## src/rtl/nip_map.svh

```systemverilog
// Constant map for the nested interrupt priority controller
`ifndef NIP_MAP_SVH
`define NIP_MAP_SVH
`define NIP_PADDR_W        12
`define NIP_OFF_REQ        12'h000
`define NIP_OFF_MASK       12'h004
`define NIP_OFF_LEVEL      12'h008
`define NIP_OFF_STATUS     12'h00C
`define NIP_OFF_ACK        12'h010
`define NIP_ST_ACCEPT      1
`define NIP_ST_LEVEL       0
`define NIP_ST_INTRAP      2
`define NIP_ST_INMASK      3
`define NIP_RST_MASK       32'hFFFFFFFF
`define NIP_RST_LEVEL      32'hFFFFFFFF
`define NIP_RST_ACCEPT     1'b0
`define NIP_RST_INLEVEL    1'b1
`define NIP_HOLD_DONE      2'h2
`endif

```

## src/rtl/nip_pkg.sv

```systemverilog
// Types for the nested interrupt priority controller
package nip_pkg;
   typedef enum logic [1:0] {
      NIP_OP_PLAIN,
      NIP_OP_HOLD,
      NIP_OP_TRAP
   } nip_opclass_t;
   typedef enum {
      NIP_GATE_OPEN,
      NIP_GATE_WAIT
   } nip_gate_t;
endpackage

```

## src/rtl/nip_ctrl.sv

```systemverilog
// Nested interrupt acknowledge decision logic with APB register access
//
// How it works
// No nesting while accept flag is clear
// Any acknowledge clears the accept flag
// Software re-enables acceptance inside service routine
// Equal or higher priority nests when accepting
// Lower priority never nests
// Refused requests stay pending, flag kept
// One program instruction runs after return
// Level flag 0 admits only priority 0
// Level flag 1 admits both levels
// Trap routine admits both; trap always taken
// Level bit 0 high, 1 low
// Hold instruction defers past the next one
// Hold class covers status and flag ops; APB hits on the flag registers defer, STATUS register accesses do not
// Trap is not hold, but clears accept
// Level bit never affects request flag setting
// Acknowledge copies level bit into level flag
// Eligible when request set and unmasked
// Level first, lowest index breaks ties
// Trap cannot be masked
//
// Register access over APB and the placing of the registers were left to the implementer.
`timescale 1ns/100ps
`include "nip_map.svh"
module nip_ctrl
   import nip_pkg::*;
#(
   parameter int NSRC = 32
) (
   // Clock and reset
   input  wire logic                   MCLK,
   input  wire logic                   SRST,
   // APB slave
   input  wire logic                   PSEL,
   input  wire logic                   PENABLE,
   input  wire logic                   PWRITE,
   input  wire logic [`NIP_PADDR_W-1:0] PADDR,
   input  wire logic [31:0]            PWDATA,
   output logic      [31:0]            PRDATA,
   output logic                        PREADY,
   output logic                        PSLVERR,
   // Interrupt sources, one-cycle set pulses
   input  wire logic [NSRC-1:0]        SRC_SET,
   // Sequencer
   input  wire logic                   INSTR_END,
   input  wire nip_opclass_t           INSTR_CLASS,
   input  wire logic                   OP_ENABLE,
   input  wire logic                   OP_MASK_ALL,
   input  wire logic                   OP_RET_IRQ,
   input  wire logic                   OP_RET_TRAP,
   input  wire logic                   RESTORE_VALID,
   input  wire logic [1:0]             RESTORE_STATUS,
   // Acknowledge outputs
   output logic                        ACK_VALID,
   output logic [$clog2(NSRC)-1:0]     ACK_ID,
   output logic                        ACK_TRAP,
   output logic [3:0]                  STATUS
);
   localparam int IW = $clog2(NSRC);

   // --------------------------------------------------------------
   // State
   // --------------------------------------------------------------
   logic [NSRC-1:0] request_flag_r, request_flag_nxt;
   logic [NSRC-1:0] mask_flag_r, mask_flag_nxt;
   logic [NSRC-1:0] request_level_bit_r, request_level_bit_nxt;
   logic            global_irq_accept_flag_r, global_irq_accept_flag_nxt;
   logic            in_service_level_flag_r, in_service_level_flag_nxt;
   logic            in_trap_r, in_trap_nxt;
   logic            in_mask_r, in_mask_nxt;
   nip_gate_t       gate_r, gate_nxt;
   logic [1:0]      hold_cnt_r, hold_cnt_nxt;
   logic [31:0]     prdata_r, prdata_nxt;
   logic            ack_valid_r, ack_valid_nxt;
   logic [IW-1:0]   ack_id_r, ack_id_nxt;
   logic            ack_trap_r, ack_trap_nxt;

   // --------------------------------------------------------------
   // Priority pick
   // --------------------------------------------------------------
   function automatic logic [IW:0] pick(input logic [NSRC-1:0] cand);
      logic [IW:0] res;
      res = '0;
      for (int i = NSRC - 1; i >= 0; i--) begin
         if (cand[i]) begin
            res = {1'b1, IW'(i)};
         end
      end
      return res;
   endfunction

   logic [NSRC-1:0] eligible;
   logic [NSRC-1:0] elig_hi;
   logic [IW:0]     pick_hi;
   logic [IW:0]     pick_any;
   logic [IW:0]     winner;
   logic            level_ok;
   logic            can_ack;
   logic            apb_wr;
   logic            apb_rd;
   logic            flag_reg_hit;

   always_comb begin
      eligible = request_flag_r & ~mask_flag_r;
      elig_hi  = eligible & ~request_level_bit_r;
      pick_hi  = pick(elig_hi);
      pick_any = pick(eligible);
      winner   = pick_hi[IW] ? pick_hi : pick_any;
      // Trap routine or low-level service accepts both levels
      if (in_trap_r || in_service_level_flag_r) begin
         level_ok = winner[IW];
      end else begin
         level_ok = pick_hi[IW];
      end
      // Waiting for one instruction boundary blocks acknowledgement
      // A hold op's own end never acknowledges; the counter covers the end after it
      can_ack = global_irq_accept_flag_r && level_ok && gate_r == NIP_GATE_OPEN
                && hold_cnt_r == 2'h0 && INSTR_END && INSTR_CLASS != NIP_OP_HOLD;
   end

   // --------------------------------------------------------------
   // APB decode
   // --------------------------------------------------------------
   always_comb begin
      apb_wr       = PSEL && PENABLE && PWRITE;
      apb_rd       = PSEL && !PENABLE && !PWRITE;
      flag_reg_hit = PSEL && PENABLE && (PADDR == `NIP_OFF_REQ || PADDR == `NIP_OFF_MASK
                     || PADDR == `NIP_OFF_LEVEL);
      PREADY       = 1'b1;
      PSLVERR      = PSEL && PENABLE && !(PADDR == `NIP_OFF_REQ || PADDR == `NIP_OFF_MASK
                     || PADDR == `NIP_OFF_LEVEL || PADDR == `NIP_OFF_STATUS
                     || PADDR == `NIP_OFF_ACK);
   end

   // --------------------------------------------------------------
   // Next state
   // --------------------------------------------------------------
   always_comb begin
      request_flag_nxt           = request_flag_r;
      mask_flag_nxt              = mask_flag_r;
      request_level_bit_nxt      = request_level_bit_r;
      global_irq_accept_flag_nxt = global_irq_accept_flag_r;
      in_service_level_flag_nxt  = in_service_level_flag_r;
      in_trap_nxt                = in_trap_r;
      in_mask_nxt                = in_mask_r;
      gate_nxt                   = gate_r;
      hold_cnt_nxt               = hold_cnt_r;
      prdata_nxt                 = prdata_r;
      ack_valid_nxt              = 1'b0;
      ack_id_nxt                 = ack_id_r;
      ack_trap_nxt               = 1'b0;

      if (apb_rd) begin
         case (PADDR)
            `NIP_OFF_REQ:    prdata_nxt = 32'(request_flag_r);
            `NIP_OFF_MASK:   prdata_nxt = 32'(mask_flag_r);
            `NIP_OFF_LEVEL:  prdata_nxt = 32'(request_level_bit_r);
            `NIP_OFF_STATUS: prdata_nxt = 32'(STATUS);
            `NIP_OFF_ACK:    prdata_nxt = 32'({ack_trap_r, 7'h00, ack_valid_r, 8'(ack_id_r)});
            default:         prdata_nxt = 32'h00000000;
         endcase
      end
      if (apb_wr) begin
         case (PADDR)
            `NIP_OFF_REQ:   request_flag_nxt      = PWDATA[NSRC-1:0];
            `NIP_OFF_MASK:  mask_flag_nxt         = PWDATA[NSRC-1:0];
            `NIP_OFF_LEVEL: request_level_bit_nxt = PWDATA[NSRC-1:0];
            `NIP_OFF_STATUS: begin
               global_irq_accept_flag_nxt = PWDATA[`NIP_ST_ACCEPT];
               in_service_level_flag_nxt  = PWDATA[`NIP_ST_LEVEL];
            end
            default: ;
         endcase
      end

      // Sources set flags regardless of level bits; set beats a clear
      request_flag_nxt = request_flag_nxt | SRC_SET;

      // Hold window: deferral spans the hold op plus the next one
      if (flag_reg_hit) begin
         hold_cnt_nxt = `NIP_HOLD_DONE;
      end
      if (INSTR_END) begin
         if (INSTR_CLASS == NIP_OP_HOLD) begin
            // A flag access in the same cycle keeps the longer deferral
            hold_cnt_nxt = flag_reg_hit ? `NIP_HOLD_DONE : 2'h1;
         end else if (hold_cnt_r != 2'h0 && !flag_reg_hit) begin
            hold_cnt_nxt = hold_cnt_r - 2'h1;
         end
         if (gate_r == NIP_GATE_WAIT) begin
            gate_nxt = NIP_GATE_OPEN;
         end
         if (OP_ENABLE) begin
            global_irq_accept_flag_nxt = 1'b1;
         end
         if (OP_MASK_ALL) begin
            global_irq_accept_flag_nxt = 1'b0;
         end
         if (RESTORE_VALID) begin
            global_irq_accept_flag_nxt = RESTORE_STATUS[`NIP_ST_ACCEPT];
            in_service_level_flag_nxt  = RESTORE_STATUS[`NIP_ST_LEVEL];
         end
         if (OP_RET_IRQ || OP_RET_TRAP) begin
            gate_nxt    = NIP_GATE_WAIT;
            in_trap_nxt = 1'b0;
            in_mask_nxt = 1'b0;
         end
      end

      if (INSTR_END && INSTR_CLASS == NIP_OP_TRAP) begin
         ack_trap_nxt               = 1'b1;
         global_irq_accept_flag_nxt = 1'b0;
         in_trap_nxt                = 1'b1;
      end else if (can_ack && !OP_RET_IRQ && !OP_RET_TRAP) begin
         ack_valid_nxt              = 1'b1;
         ack_id_nxt                 = winner[IW-1:0];
         request_flag_nxt[winner[IW-1:0]] = SRC_SET[winner[IW-1:0]];
         global_irq_accept_flag_nxt = 1'b0;
         in_service_level_flag_nxt  = request_level_bit_r[winner[IW-1:0]];
         in_trap_nxt                = 1'b0;
         in_mask_nxt                = 1'b1;
      end
   end

   // --------------------------------------------------------------
   // Registers
   // --------------------------------------------------------------
   always_ff @(posedge MCLK) begin
      if (SRST) begin
         request_flag_r           <= '0;
         mask_flag_r              <= NSRC'(`NIP_RST_MASK);
         request_level_bit_r      <= NSRC'(`NIP_RST_LEVEL);
         global_irq_accept_flag_r <= `NIP_RST_ACCEPT;
         in_service_level_flag_r  <= `NIP_RST_INLEVEL;
         in_trap_r                <= 1'b0;
         in_mask_r                <= 1'b0;
         gate_r                   <= NIP_GATE_OPEN;
         hold_cnt_r               <= 2'h0;
         prdata_r                 <= 32'h00000000;
         ack_valid_r              <= 1'b0;
         ack_id_r                 <= '0;
         ack_trap_r               <= 1'b0;
      end else begin
         request_flag_r           <= request_flag_nxt;
         mask_flag_r              <= mask_flag_nxt;
         request_level_bit_r      <= request_level_bit_nxt;
         global_irq_accept_flag_r <= global_irq_accept_flag_nxt;
         in_service_level_flag_r  <= in_service_level_flag_nxt;
         in_trap_r                <= in_trap_nxt;
         in_mask_r                <= in_mask_nxt;
         gate_r                   <= gate_nxt;
         hold_cnt_r               <= hold_cnt_nxt;
         prdata_r                 <= prdata_nxt;
         ack_valid_r              <= ack_valid_nxt;
         ack_id_r                 <= ack_id_nxt;
         ack_trap_r               <= ack_trap_nxt;
      end
   end

   always_comb begin
      PRDATA    = prdata_r;
      ACK_VALID = ack_valid_r;
      ACK_ID    = ack_id_r;
      ACK_TRAP  = ack_trap_r;
      STATUS    = {in_mask_r, in_trap_r, global_irq_accept_flag_r, in_service_level_flag_r};
   end
endmodule

```

## config.mk

```make
export PLATFORM = sky130hd
export DESIGN_NAME = nip_ctrl
export DESIGN_NICKNAME = d
export VERILOG_FILES = /design/src/rtl/nip_pkg.sv /design/src/rtl/nip_ctrl.sv
export VERILOG_INCLUDE_DIRS = /design/src /design/src/rtl
export SDC_FILE = /design/constraint.sdc
export NUM_CORES = 1
export LEC_CHECK = 0
export BUFFER_PORTS_ARGS = -buffer_cell sky130_fd_sc_hd__buf_2
export CAP_MARGIN = 20
export CORE_ASPECT_RATIO = 0.7
export CORE_MARGIN = 10
export CORE_UTILIZATION = 40
export CTS_CLUSTER_SIZE = 40
export DETAILED_ROUTE_END_ITERATION = 10
export PLACE_DENSITY = 0.68
export REMOVE_ABC_BUFFERS = 1
export SLEW_MARGIN = 5
export SYNTH_ARGS = -nofsm -noshare
export SYNTH_HDL_FRONTEND = slang
export SYNTH_SLANG_ARGS = --single-unit
```

## constraint.sdc

```tcl
create_clock -name MCLK -period 9.5 [get_ports MCLK]
set_input_delay 1.425 -clock MCLK [delete_from_list [all_inputs] [get_ports MCLK]]
set_output_delay 1.425 -clock MCLK [all_outputs]
set_load 0.02 [all_outputs]
```

---- After elaboration in Yosys (flattened, before gate mapping) ----
Cells that the tools add are included.
word-level totals
  bits in registers ....................... 173
  input port bits ......................... 91
  output and inout port bits .............. 45
  word-level logic and storage cells ...... 179
operators by class
  add/subtract/negate cells ............... 1
  order comparisons ....................... 2
  equality and inequality tests ........... 8
  mux-type cells .......................... 107
  bitwise operators ....................... 6
  reductions and logical operators ........ 42
operators with widths
  cell                                                                    count
  6-bit two-way mux                                                       65
  32-bit two-way mux                                                      6
  32-bit one-hot mux with 5 select lines                                  1
  32-bit bitwise AND                                                      2
  32-bit inverter                                                         2
  32-bit bitwise mux                                                      1
  32-bit by 2-bit equality test with 1-bit output, second input constant  1
  32-bit zero test                                                        1
  32-bit bitwise OR                                                       1
  1-bit two-way mux                                                       26
  12-bit by 4-bit equality test with 1-bit output, second input constant  2
  1-bit logical AND                                                       16
  12-bit by 3-bit equality test with 1-bit output, second input constant  1
  12-bit by 5-bit equality test with 1-bit output, second input constant  1
  12-bit zero test                                                        1
  1-bit binary-select mux with 5-bit select                               2
  2-bit two-way mux                                                       5
  2-bit AND reduction                                                     5
  1-bit zero test                                                         6
  1-bit logical OR                                                        6
  5-bit by 6-bit < comparator with 1-bit output, second input constant    1
  3-bit nonzero test                                                      2
  1-bit demux with 5-bit select                                           1
  5-bit by 1-bit >= comparator with 1-bit output, second input constant   1
  other kinds (9)                                                         10

---- Logic depth before layout (Yosys ltp) ----
Gate-level depths: netlist (run 1).
  word-level depth ........................ 46
  gate-level depth with buffers ........... 13
  mapped depth without buffers ............ 10

---- Worst setup path before layout (run 1) ----
No wires, ideal clock.
  kind .................................... input port to output port
  start point ............................. input port PADDR[7]
  end point ............................... output port PSLVERR
  data arrival time ....................... 2.913 ns
  required time ........................... 8.075 ns
  slack ................................... 5.162 ns
  stages on the path ...................... 4
  path buffers ............................ 0
  path through ............................ nor4_1 nand3_1 nor4b_1 nor3_1
on the way
  word-level cells in the longest chain between the ends .. 7
  elaborated cells between the ends (all ways) .. 11
  classes of those cells .................. eq/ne (4); reduce/logical (7)
ends and longest elaborated chain
  element                                                                                     RTL line         text
  start, declared                                                                             nip_ctrl.sv:39   input wire logic [`NIP_PADDR_W-1:0] PADDR,
  12-bit by 3-bit equality test with 1-bit output / 12-bit zero test (equally long branches)  -
  1-bit logical OR (no source line) (3 in series)                                             -
  1-bit logical OR (no source line) (*)                                                       -
  1-bit zero test (*)                                                                         nip_ctrl.sv:132  PSLVERR = PSEL && PENABLE && !(PADDR == `NIP_OFF_REQ || PADDR == `NIP_OFF_MASK
  1-bit logical AND (*)                                                                       nip_ctrl.sv:132
  end, declared                                                                               nip_ctrl.sv:43   output logic PSLVERR,
Every way passes the cells marked *; elsewhere a longest branch is shown, timed or not.

---- Worst setup path after layout (run 1) ----
  start point ............................. input port OP_RET_IRQ
  end point ............................... register request_flag_r[28]
on the way
  word-level cells in the longest chain between the ends .. 5
ends and longest elaborated chain
  element                          RTL line         text
  start, declared                  nip_ctrl.sv:51   input wire logic OP_RET_IRQ,
  1-bit zero test                  nip_ctrl.sv:216  end else if (can_ack && !OP_RET_IRQ && !OP_RET_TRAP) begin
  1-bit logical AND (2 in series)  nip_ctrl.sv:216
  32-bit two-way mux               nip_ctrl.sv:216
  32-bit two-way mux               nip_ctrl.sv:212  if (INSTR_END && INSTR_CLASS == NIP_OP_TRAP) begin
  end signal, assigned             nip_ctrl.sv:246  request_flag_r <= request_flag_nxt;
  end, declared                    nip_ctrl.sv:66   logic [NSRC-1:0] request_flag_r, request_flag_nxt;
Every way passes these cells.
A chain may end at the register's enable or synchronous reset.

==> results of run 1 <==
[registers in the layout, indices dropped and copies added, names as in the netlist, 2 cells and up]
register	flops
hold_cnt_r	2
PRDATA	32
request_level_bit_r	32
request_flag_r	32
ACK_ID	5
mask_flag_r	32
[Yosys cell counts, types with 5 or more instances]
cell type,instances,area (um^2)
o21ai_0,41,205.2
nand2b_1,27,168.9
a21oi_1,49,245.2
inv_1,12,45.04
mux2i_1,61,610.6
nor2_1,140,525.5
nand2_1,109,409.1
a311oi_1,17,148.9
buf_1,7,26.28
nor2b_1,55,344.1
a211oi_1,45,337.8
buf_4,6,45.04
nand3_1,39,195.2
nor4_1,7,43.79
clkbuf_1,59,221.5
nor3b_1,31,232.7
and2_1,6,37.54
o211ai_1,7,52.55
a31oi_1,7,43.79
and3_1,9,56.30
nor3_1,35,175.2
nand4_1,11,68.82
a211o_1,47,411.6
mux4_2,5,112.6
dfxtp_1,142,2843
[path summary, 6_finish.rpt]
kind	from	endpoint	depth (start not counted)
hold / removal	PRDATA[18]	PRDATA[18]	2
setup / recovery	OP_RET_IRQ	request_flag_r[28]	8
setup reg to reg	request_level_bit_r[12]	request_flag_r[31]	9
hold reg to reg	PRDATA[18]	PRDATA[18]	2
[power groups by stage]
stage	Combinational [mW]	Clock (mW)	Sequential, mW
finish	0.125	0.747	0.621
global route	0.136	0.779	0.622
CTS	0.122	0.752	0.620
detailed placement	0.122	0	0.633
global placement	0.121	0	0.633
floorplan	0.0542	0	0.631
[routing by layer]
metal | track usage, % | share of wire, % | vias up
met4 | 7.372 | 1.7 | 0
met3 | 9.699 | 12 | 49
li1 | - | - | 4153
met5 | 0 | 0 | -
met1 | 35.05 | 47 | 4309
met2 | 34.02 | 40 | 521
[worst min-delay path, cell delays in order, from the launching register on]
cell and delay (ns):
dfxtp_1 0.30, nand2_1 0.05, a21oi_1 0.05
[cell type report]
class                           instances  area, um^2
Fill cell                            2099       10820
Clock buffer                           21       480.5
Timing Repair Buffer                  155       827.0
Sequential cell                       142        2843
Inverter                               14       52.55
Multi-Input combinational cell        848        5391
Clock inverter                          9       158.9
Tap cell                              276       345.3
Antenna cell                            1       2.502
[stage by stage]
step,worst slack (ns),std cells,utilization (%),instance area (um^2),power (mW)
2_1_floorplan,2.257,1004,-,8263,0.6853
3_3_place_gp,4.816,1433,45.16,9448,0.7544
3_5_place_dp,4.838,1434,45.18,9452,0.7549
4_1_cts,5.183,1464,48.24,10090,1.494
5_1_grt,5.063,1465,48.27,10100,1.537
6_report,5.194,1466,48.28,10100,1.494
[logic make-up (layout without fill, tap and decap cells)]
kind of cell,after synthesis,in the layout
simple gates,504,504
compound gates,274,274
flops,142,142
buf+inv,90,199
mux,68,68
fa+ha+maj,1,1
other cells,1,2
==> metrics.txt, run 1 <==
DRT iter0 DRCs 1064; Internal around 1.1 mW; final period utilization 45.33%; Max FO, Critical Path 14; clk sinks 142; RSZ-0062 raised after global routing no; hpwl dp 26090 um; num rows 44; synth unique cells 83; number of synthesized flops with an enable pin 0; total track usage 24.95%; core area 20920 um^2; Synth Flop Type dfxtp_1; Leak 3.878 nW; setup TNS 0 ns; CTS buffer count 17; area share of fa/ha/maj cells after synthesis less than 1%; H-Tree Level Count 4; compound-gate portion of the synthesized area 23.52%; Area growth syn-to-layout 17.70%; final setup fails 0; pwr dens 147.9 nW/um^2; CP startpoint kind primary input; Cells after Synth 1080; via count around 9000; Sequential Power Share a little over two fifths; Worst Setup End Kind flop; clock skew 0.01326 ns; Fmax 232.2 MHz; DRC Markers 0; Worst EP arrival 4.65 ns; final net count 1270; Combinational Power Share 8.4%; post-synthesis mux area share 8.689%; Port-buffer cells 134; post-CTS sizing 0; first-pass GRT wire length between 50000 and 60000 um; initial antenna violation count 0; min Tclk post-route ~4.3 ns; switch share 24.87%; Psw 0.3714 mW; R2R setup slack 5.22 ns; Final Hold Fails 0; worst min-delay path category reg2reg; Post-CTS Setup Bufs 0; Mapped Area ~8600 um^2; die area 27810 um^2; asr flop ratio synth 0%; XOR/XNOR share of the synthesized area 0%; clock insertion delay at the later pin of the skew report about 0.45 ns; Crit Path Category in2reg; syn avg cell area between 7 and 8 um^2; grt ovf 0; drt total wl 36010 um; most frequent cells in the layout 142 x dfxtp_1, 139 x nor2_1, 133 x buf_2, 109 x nand2_1, 61 x mux2i_1; CTS Hold Bufs 0; sequential share of the synthesized area 33.12%; Post-DRT Antenna Nets 0; first drt pass iteration count 8; status completed; worst-margin pin slew 1.027 ns; vias in the first global route 8561; Crit path max-delay family simple AND/OR/NAND/NOR gates; Bufs and invs on worst path 1; die width 195.1 um; maxcap violations 0; CTS tree yes; Slowest Stage Delay on Critical Path 0.68 ns; Slew headroom 31.38%; most common cell after layout, fill and taps aside dfxtp_1; FF+latch count, synth roughly 140; Clk pwr share 50.0%; Die Y ~140 um; Worst path slowest cell nand2_1; RD Place Congestion between 1 and 1.5; CP cell instances buf_2, or2_2, or4_1, a21oi_1, nand2_1, nor3_2, a211oi_1, a311oi_1; Post-Synth Simple-Gate Area 30.15%; CTS Buffer Depth 2; largest net degree at the start of global routing between 70 and 80; share of cells above drive strength 1 a little under a fifth; routed length per instance 24.56 um; worst vdd ir between 100 and 150 uV; final hold slack 0.4449 ns; starting density of the core 41.02%; largest family of logic cells by synthesized area simple AND/OR/NAND/NOR gates; Via density around 6.2; Root Driver clkbuf_16; Final Max Slew Viols 0; IO Count 136; Critical Path RT 9.85 ns; warnings from Yosys 0; Worst-path clk slew around 0.06 ns
No activity file was read; power rests on OpenSTA's default activity.
==> inputs of run 2 (changes only) <==
--- a/config.mk
+++ b/config.mk
@@ -6,6 +6,7 @@
 export SDC_FILE = /design/constraint.sdc
 export NUM_CORES = 1
 export LEC_CHECK = 0
+export ABC_AREA = 1
 export BUFFER_PORTS_ARGS = -buffer_cell sky130_fd_sc_hd__buf_2
 export CAP_MARGIN = 20
 export CORE_ASPECT_RATIO = 0.7
@@ -13,7 +14,7 @@
 export CORE_UTILIZATION = 40
 export CTS_CLUSTER_SIZE = 40
 export DETAILED_ROUTE_END_ITERATION = 10
-export PLACE_DENSITY = 0.68
+export PLACE_DENSITY = 0.7
 export REMOVE_ABC_BUFFERS = 1
 export SLEW_MARGIN = 5
 export SYNTH_ARGS = -nofsm -noshare
==> constraint.sdc (replaced) <==
create_clock -name MCLK -period 3.5 [get_ports MCLK]
set_input_delay 0.525 -clock MCLK [delete_from_list [all_inputs] [get_ports MCLK]]
set_output_delay 0.525 -clock MCLK [all_outputs]
set_load 0.02 [all_outputs]
==> run 2 against run 1 <==
The flow now finishes with violations (negative setup slack); critical path depth rose by 37; combinational power increased by 150%; die area up 2.0%; critical path type is now reg2reg.
==> metrics.txt, run 2 <==
status complete, but fails checks; failing checks negative setup slack; Worst EP arrival 4.13 ns; CTS buffer count 17; most used cell, CP nand2_1; Crit Path Category reg2reg; Port-buffer cells 134; Post-DRT Antenna Nets 0; num rows 45; met2 routed WL 13780 um; most common cell after layout, fill and taps aside nand2_1; Slowest Stage Delay on Critical Path 0.34 ns; grt ovf 0; routed length per instance around 18 um; Final Hold Fails 0; via count 9827; Worst path slowest cell dfxtp_2; pwr dens 364.1 nW/um^2; Sequential Power Share 42.0%; Combinational Power Share 7.7%; RD Place Congestion 0.9427; hold path depth 3; Slew headroom a little over half; Worst Setup End Kind flop; starting density of the core between 40 and 50%; largest net degree at the start of global routing 65; biggest area consumer among synthesized cells dfxtp_1; Leak 5.952 nW; most frequent cells in the layout 451 x nand2_1, 174 x inv_1, 137 x dfxtp_1, 134 x buf_2, 117 x nor2_1; hpwl dp 22980 um; core area approximately 22000 um^2; Total Power Consumption 3.995 mW; hold worst-path end request_level_bit_r[27]; setup TNS -8.409 ns; Synth top area share 32.38%; M1 wire length roughly 15000 um; final core area utilization 50.74%; maxcap violations 0; die area 28370 um^2; Max FO, Critical Path 8; FF+latch count, synth 142; Worst-path clk slew 0.06 ns; H-Tree Level Count 4; number of synthesized flops with an enable pin 0; first drt pass iteration count 5; initial antenna violation count 0; CTS tree yes; Fillers 2219; DRC Markers 0; vias in the first global route 9103; first-pass GRT wire length 49910 um; CTS Buffer Depth 2; switch share 24.07%; Area growth syn-to-layout 24.97%; max layer used met4; clock insertion delay at the later pin of the skew report roughly 0.45 ns; die width 197.1 um; final cell count without fillers between 1500 and 2000; Cells after Synth between 1000 and 1500; worst r2r src mask_flag_r[30]; count leader, synth nand2_1; Root Driver clkbuf_16; Die Y between 100 and 150 um; worst vdd ir 313.3 uV; dpl cells roughly 1800; final setup fails 33; worst-margin pin slew 0.7191 ns; multi-input combinational cell area between 4000 and 5000 um^2; final net count between 1500 and 2000; path depth of the worst reg2reg path 45; warnings from Yosys 0; FF-to-FF End request_flag_r[31]; top cells by count, synth 469 x nand2_1, 179 x inv_1, 142 x dfxtp_1; Clk pwr share approximately 50%; drt total wl about 32000 um; DP Worst Slack -0.2181 ns; Via density approximately 5.3; Met3 Wirelength 2988 um; setup ws final -0.2833 ns; worst min-delay path category in2reg; syn avg cell area 6.338 um^2; Antenna Cells 0; final period utilization 108.1%; sequential share of the synthesized area 32.38%; min Tclk post-route 3.783 ns; total track usage approximately 22%; share of cells above drive strength 1 21.12%; Mapped Area around 9000 um^2; clk sinks 142; CP startpoint kind flop; RSZ-0062 raised after global routing yes; R2R setup slack -0.28 ns; DRT iter0 DRCs around 1100; Psw 0.9616 mW; synth unique cells 40; hold_sp PWDATA[27]; clock skew roughly 0.010 ns; CTS Hold Bufs 0; asr flop ratio synth 0%; Critical Path RT 3.84 ns; Internal 3.033 mW; Reg area 2854 um^2; Fmax approximately 260 MHz; Area contributors post-synth dfxtp_1 32%, nand2_1 20%, inv_1 7.7%, o211ai_1 5.6%, nor2_1 5.0%; Synth Flop Type dfxtp_1; IO Count 136; Final Max Slew Viols 0
## run 2: changes by cell type after synthesis, sizes merged, moves of 31 or more
cell	change
a211o	-47
a211oi	-39
inv	+171
mux2i	-61
nand2	+366
nand3	+44
nor2b	-55
nor3b	-31
o211ai	+57
## run 2: stage by stage
stage          hold WS, ns  instance area [um^2]
2_1_floorplan       0.4386                  8394
3_3_place_gp        0.4494                  9951
3_5_place_dp        0.4522                  9951
4_1_cts             0.3925                 10820
5_1_grt             0.4126                 10970
6_report            0.3949                 10970
## run 2: repair_timing
action | in CTS | in global routing
resized for setup | 30 | 24
pin swaps | 4 | 14
gates cloned | 3 | 2
setup buffers | 6 | 5
endpoints found under the setup margin | 33 | 33
## run 2: routing by layer
| layer | track usage (%) | vias up |
|---|---|---|
| li1 | - | 4824 |
| met1 | 31.00 | 4496 |
| met2 | 34.00 | 452 |
| met3 | 5.092 | 55 |
| met4 | 6.575 | 0 |
| met5 | 0 | - |
## run 2: cell families after synthesis
family | after synthesis | share of synthesized area, %
compound gates | 280 | 20.52
xor+xnor | 1 | 0.09979
other cells | 1 | 0.04272
buf+inv | 256 | 12.37
simple gates | 704 | 34.44
flops | 142 | 32.38
fa+ha+maj | 1 | 0.1425
## run 2: how the worst max path moves through the flow
stage,endpoint,start,cells past startpoint,slack (ns)
after global routing,request_flag_r[31],mask_flag_r[30],45,-0.60
after global placement,request_flag_r[8],request_flag_r[31],39,-0.20
after floorplan,request_flag_r[0],mask_flag_r[30],26,-1.07
final,request_flag_r[31],mask_flag_r[30],45,-0.28
after CTS,request_flag_r[6],mask_flag_r[30],45,-0.13
after detailed placement,request_flag_r[8],request_flag_r[31],39,-0.22
## run 2: layout make-up
| type | count | area share, % |
|---|---|---|
| Clock inverter | 10 | 1.460 |
| Sequential cell | 142 | 26.02 |
| Clock buffer | 21 | 4.380 |
| Multi-Input combinational cell | 987 | 45.06 |
| Tap cell | 282 | 3.216 |
| Timing Repair Buffer | 211 | 13.45 |
| Inverter | 187 | 6.421 |
## run 2: worst max-delay path, delay by kind of cell, from the launching register on
family                 cells  cell delay (ns)
AO/OA/AOI/OAI              2             0.20
AND/OR/NAND/NOR           38             2.56
flip-flops                 1             0.34
buffers and inverters      5             0.60
## run 2: power by group through the flow
stage                     clock network [mW]  logic (mW)  registers (mW)
after floorplan                            0       0.150            1.71
after global placement                     0       0.291            1.71
after detailed placement                   0       0.296            1.71
after CTS                               2.03       0.298            1.68
after global routing                    2.10       0.338            1.68
final                                   2.01       0.309            1.68
==> inputs of run 3 (changes only) <==
--- a/config.mk
+++ b/config.mk
@@ -20,3 +20,4 @@
 export SYNTH_ARGS = -nofsm -noshare
 export SYNTH_HDL_FRONTEND = slang
 export SYNTH_SLANG_ARGS = --single-unit
+export TNS_END_PERCENT = 5
==> run 3 against run 2 <==
The run still ends with negative setup slack left; clock power hardly changed; total power is 0.16% lower; setup slack better by 0.079 ns; via count is 0.80% lower; utilization is 0.71 points lower; register-to-register slack better by 0.08 ns; critical path depth stayed put; flip-flop and latch count stayed put; cell area is 1.4% lower; critical endpoint is now request_flag_r[6].
==> metrics.txt, run 3 (synthesis results as in run 2) <==
die area about 28000 um^2; starting density of the core between 40% and 50%; total track usage 22.44%; Die Y 143.9 um; Worst-path clk slew around 0.06 ns; final setup fails 33; final cell count without fillers 1833; clock insertion delay at the later pin of the skew report 0.44 ns; worst r2r src mask_flag_r[30]; status complete, but fails checks; most common cell after layout, fill and taps aside nand2_1; maxcap violations 0; dpl cells 1793; hpwl dp about 23000 um; clock skew 0.009709 ns; Leak 5.891 nW; CTS tree yes; Crit path max-delay family simple AND/OR/NAND/NOR gates; Final Hold Fails 0; hold_sp PWDATA[27]; share of cells above drive strength 1 19.92%; core area 21620 um^2; DRC Markers 0; RSZ-0062 raised after global routing yes; Max FO, Critical Path 15; IO Count 136; worst-margin pin slew 0.7192 ns; Antenna Cells 0; worst min-delay path category in2reg; first-pass GRT wire length around 50000 um; pwr dens about 370 nW/um^2; initial antenna violation count 0; num rows 45; Post-DRT Antenna Nets 0; drt total wl approximately 32000 um; first drt pass iteration count 5; final net count 1631; setup ws final -0.2046 ns; Slowest Stage Delay on Critical Path ~0.32 ns; Worst EP arrival 4.04 ns; grt ovf 0; die width approximately 200 um; Via density 5.318; vias in the first global route roughly 9100; routed length per instance 17.44 um; most used cell, CP nand2_1; CP startpoint kind flop; Final Max Slew Viols 0; Root Driver clkbuf_16; min Tclk post-route 3.705 ns; H-Tree Level Count 4; Crit Path Category reg2reg; CTS buffer count 17; Fillers 2240; clk sinks 142; Port-buffer cells 134; Total Power Consumption 3.988 mW; CTS Buffer Depth 2; RD Place Congestion 0.9427; Area growth syn-to-layout 23.23%; failing checks negative setup slack; Worst Setup End Kind flop; most frequent cells in the layout 461 x nand2_1, 176 x inv_1, 138 x dfxtp_1, 134 x buf_2, 117 x nor2_1; largest net degree at the start of global routing 65; final period utilization 105.8%; Bufs and invs on worst path 5; worst vdd ir 285.1 uV; Critical Path Source mask_flag_r[30]; Slew headroom 52.06%; via count 9748; Worst path slowest cell dfxtp_2; setup TNS -6.091 ns; DRT iter0 DRCs between 1000 and 1500; Critical Path RT 3.84 ns; Fmax roughly 270 MHz
-- run 3: changes by cell type in the layout (fill, tap and decap cells not counted), sizes merged --
cell    previous run  this run
clkbuf            23        21
buf              209       204
-- run 3: power breakdown --
part	switching [mW]	leakage [nW]	internal (mW)
logic	0.184	4.43	0.118
registers	0.0270	1.16	1.65
clock network	0.747	0.303	1.26
total	0.958	5.89	3.03
-- run 3: worst min-delay path, cell delays in order --
cell and delay [ns]:
buf_2 0.08, inv_1 0.05, o211ai_1 0.16
-- run 3: repair_timing --
action	in CTS	in global routing
pin swaps	4	0
buffers inserted	6	0
gates cloned	3	0
setup endpoints to repair	33	33
hold buffers	0	0
resized for setup	28	3
-- run 3: metrics by stage --
step	instance area (um^2)	util, %	setup slack (ns)	hold slack (ns)
finish	10820	50.03	-0.2046	0.3998
global route	10820	50.03	-0.6023	0.4126
CTS	10810	50.01	-0.1343	0.3925
detailed placement	9951	46.02	-0.2181	0.4522
global placement	9951	46.02	-0.1991	0.4494
floorplan	8394	-	-1.068	0.4386
-- run 3: path summary, 6_finish.rpt --
kind              slack (ns)                       to  cells after the start
hold / removal          0.40  request_level_bit_r[27]                      3
setup / recovery       -0.20        request_flag_r[6]                     45
hold reg to reg         0.46               PRDATA[14]                      2
setup reg to reg       -0.20        request_flag_r[6]                     45
-- run 3: final cells by class --
cell class | instances | area, um^2 | share of cell area [%]
multi-input cells | 987 | 4891 | 45.21
clock buffers | 21 | 480.5 | 4.441
well taps | 282 | 352.8 | 3.262
flip-flops and latches | 142 | 2848 | 26.32
inverters | 187 | 701.9 | 6.489
clock inverters | 10 | 160.2 | 1.480
repair buffers | 204 | 1384 | 12.79
-- run 3: metal layers --
| layer | share of wire (%) | track usage [%] | wire length [um] |
|---|---|---|---|
| met5 | 0 | 0 | 0 |
| met4 | 1.7 | 6.575 | 557 |
| met3 | 9.1 | 5.046 | 2913 |
| met2 | 43 | 34.11 | 13600 |
| met1 | 47 | 30.97 | 14900 |
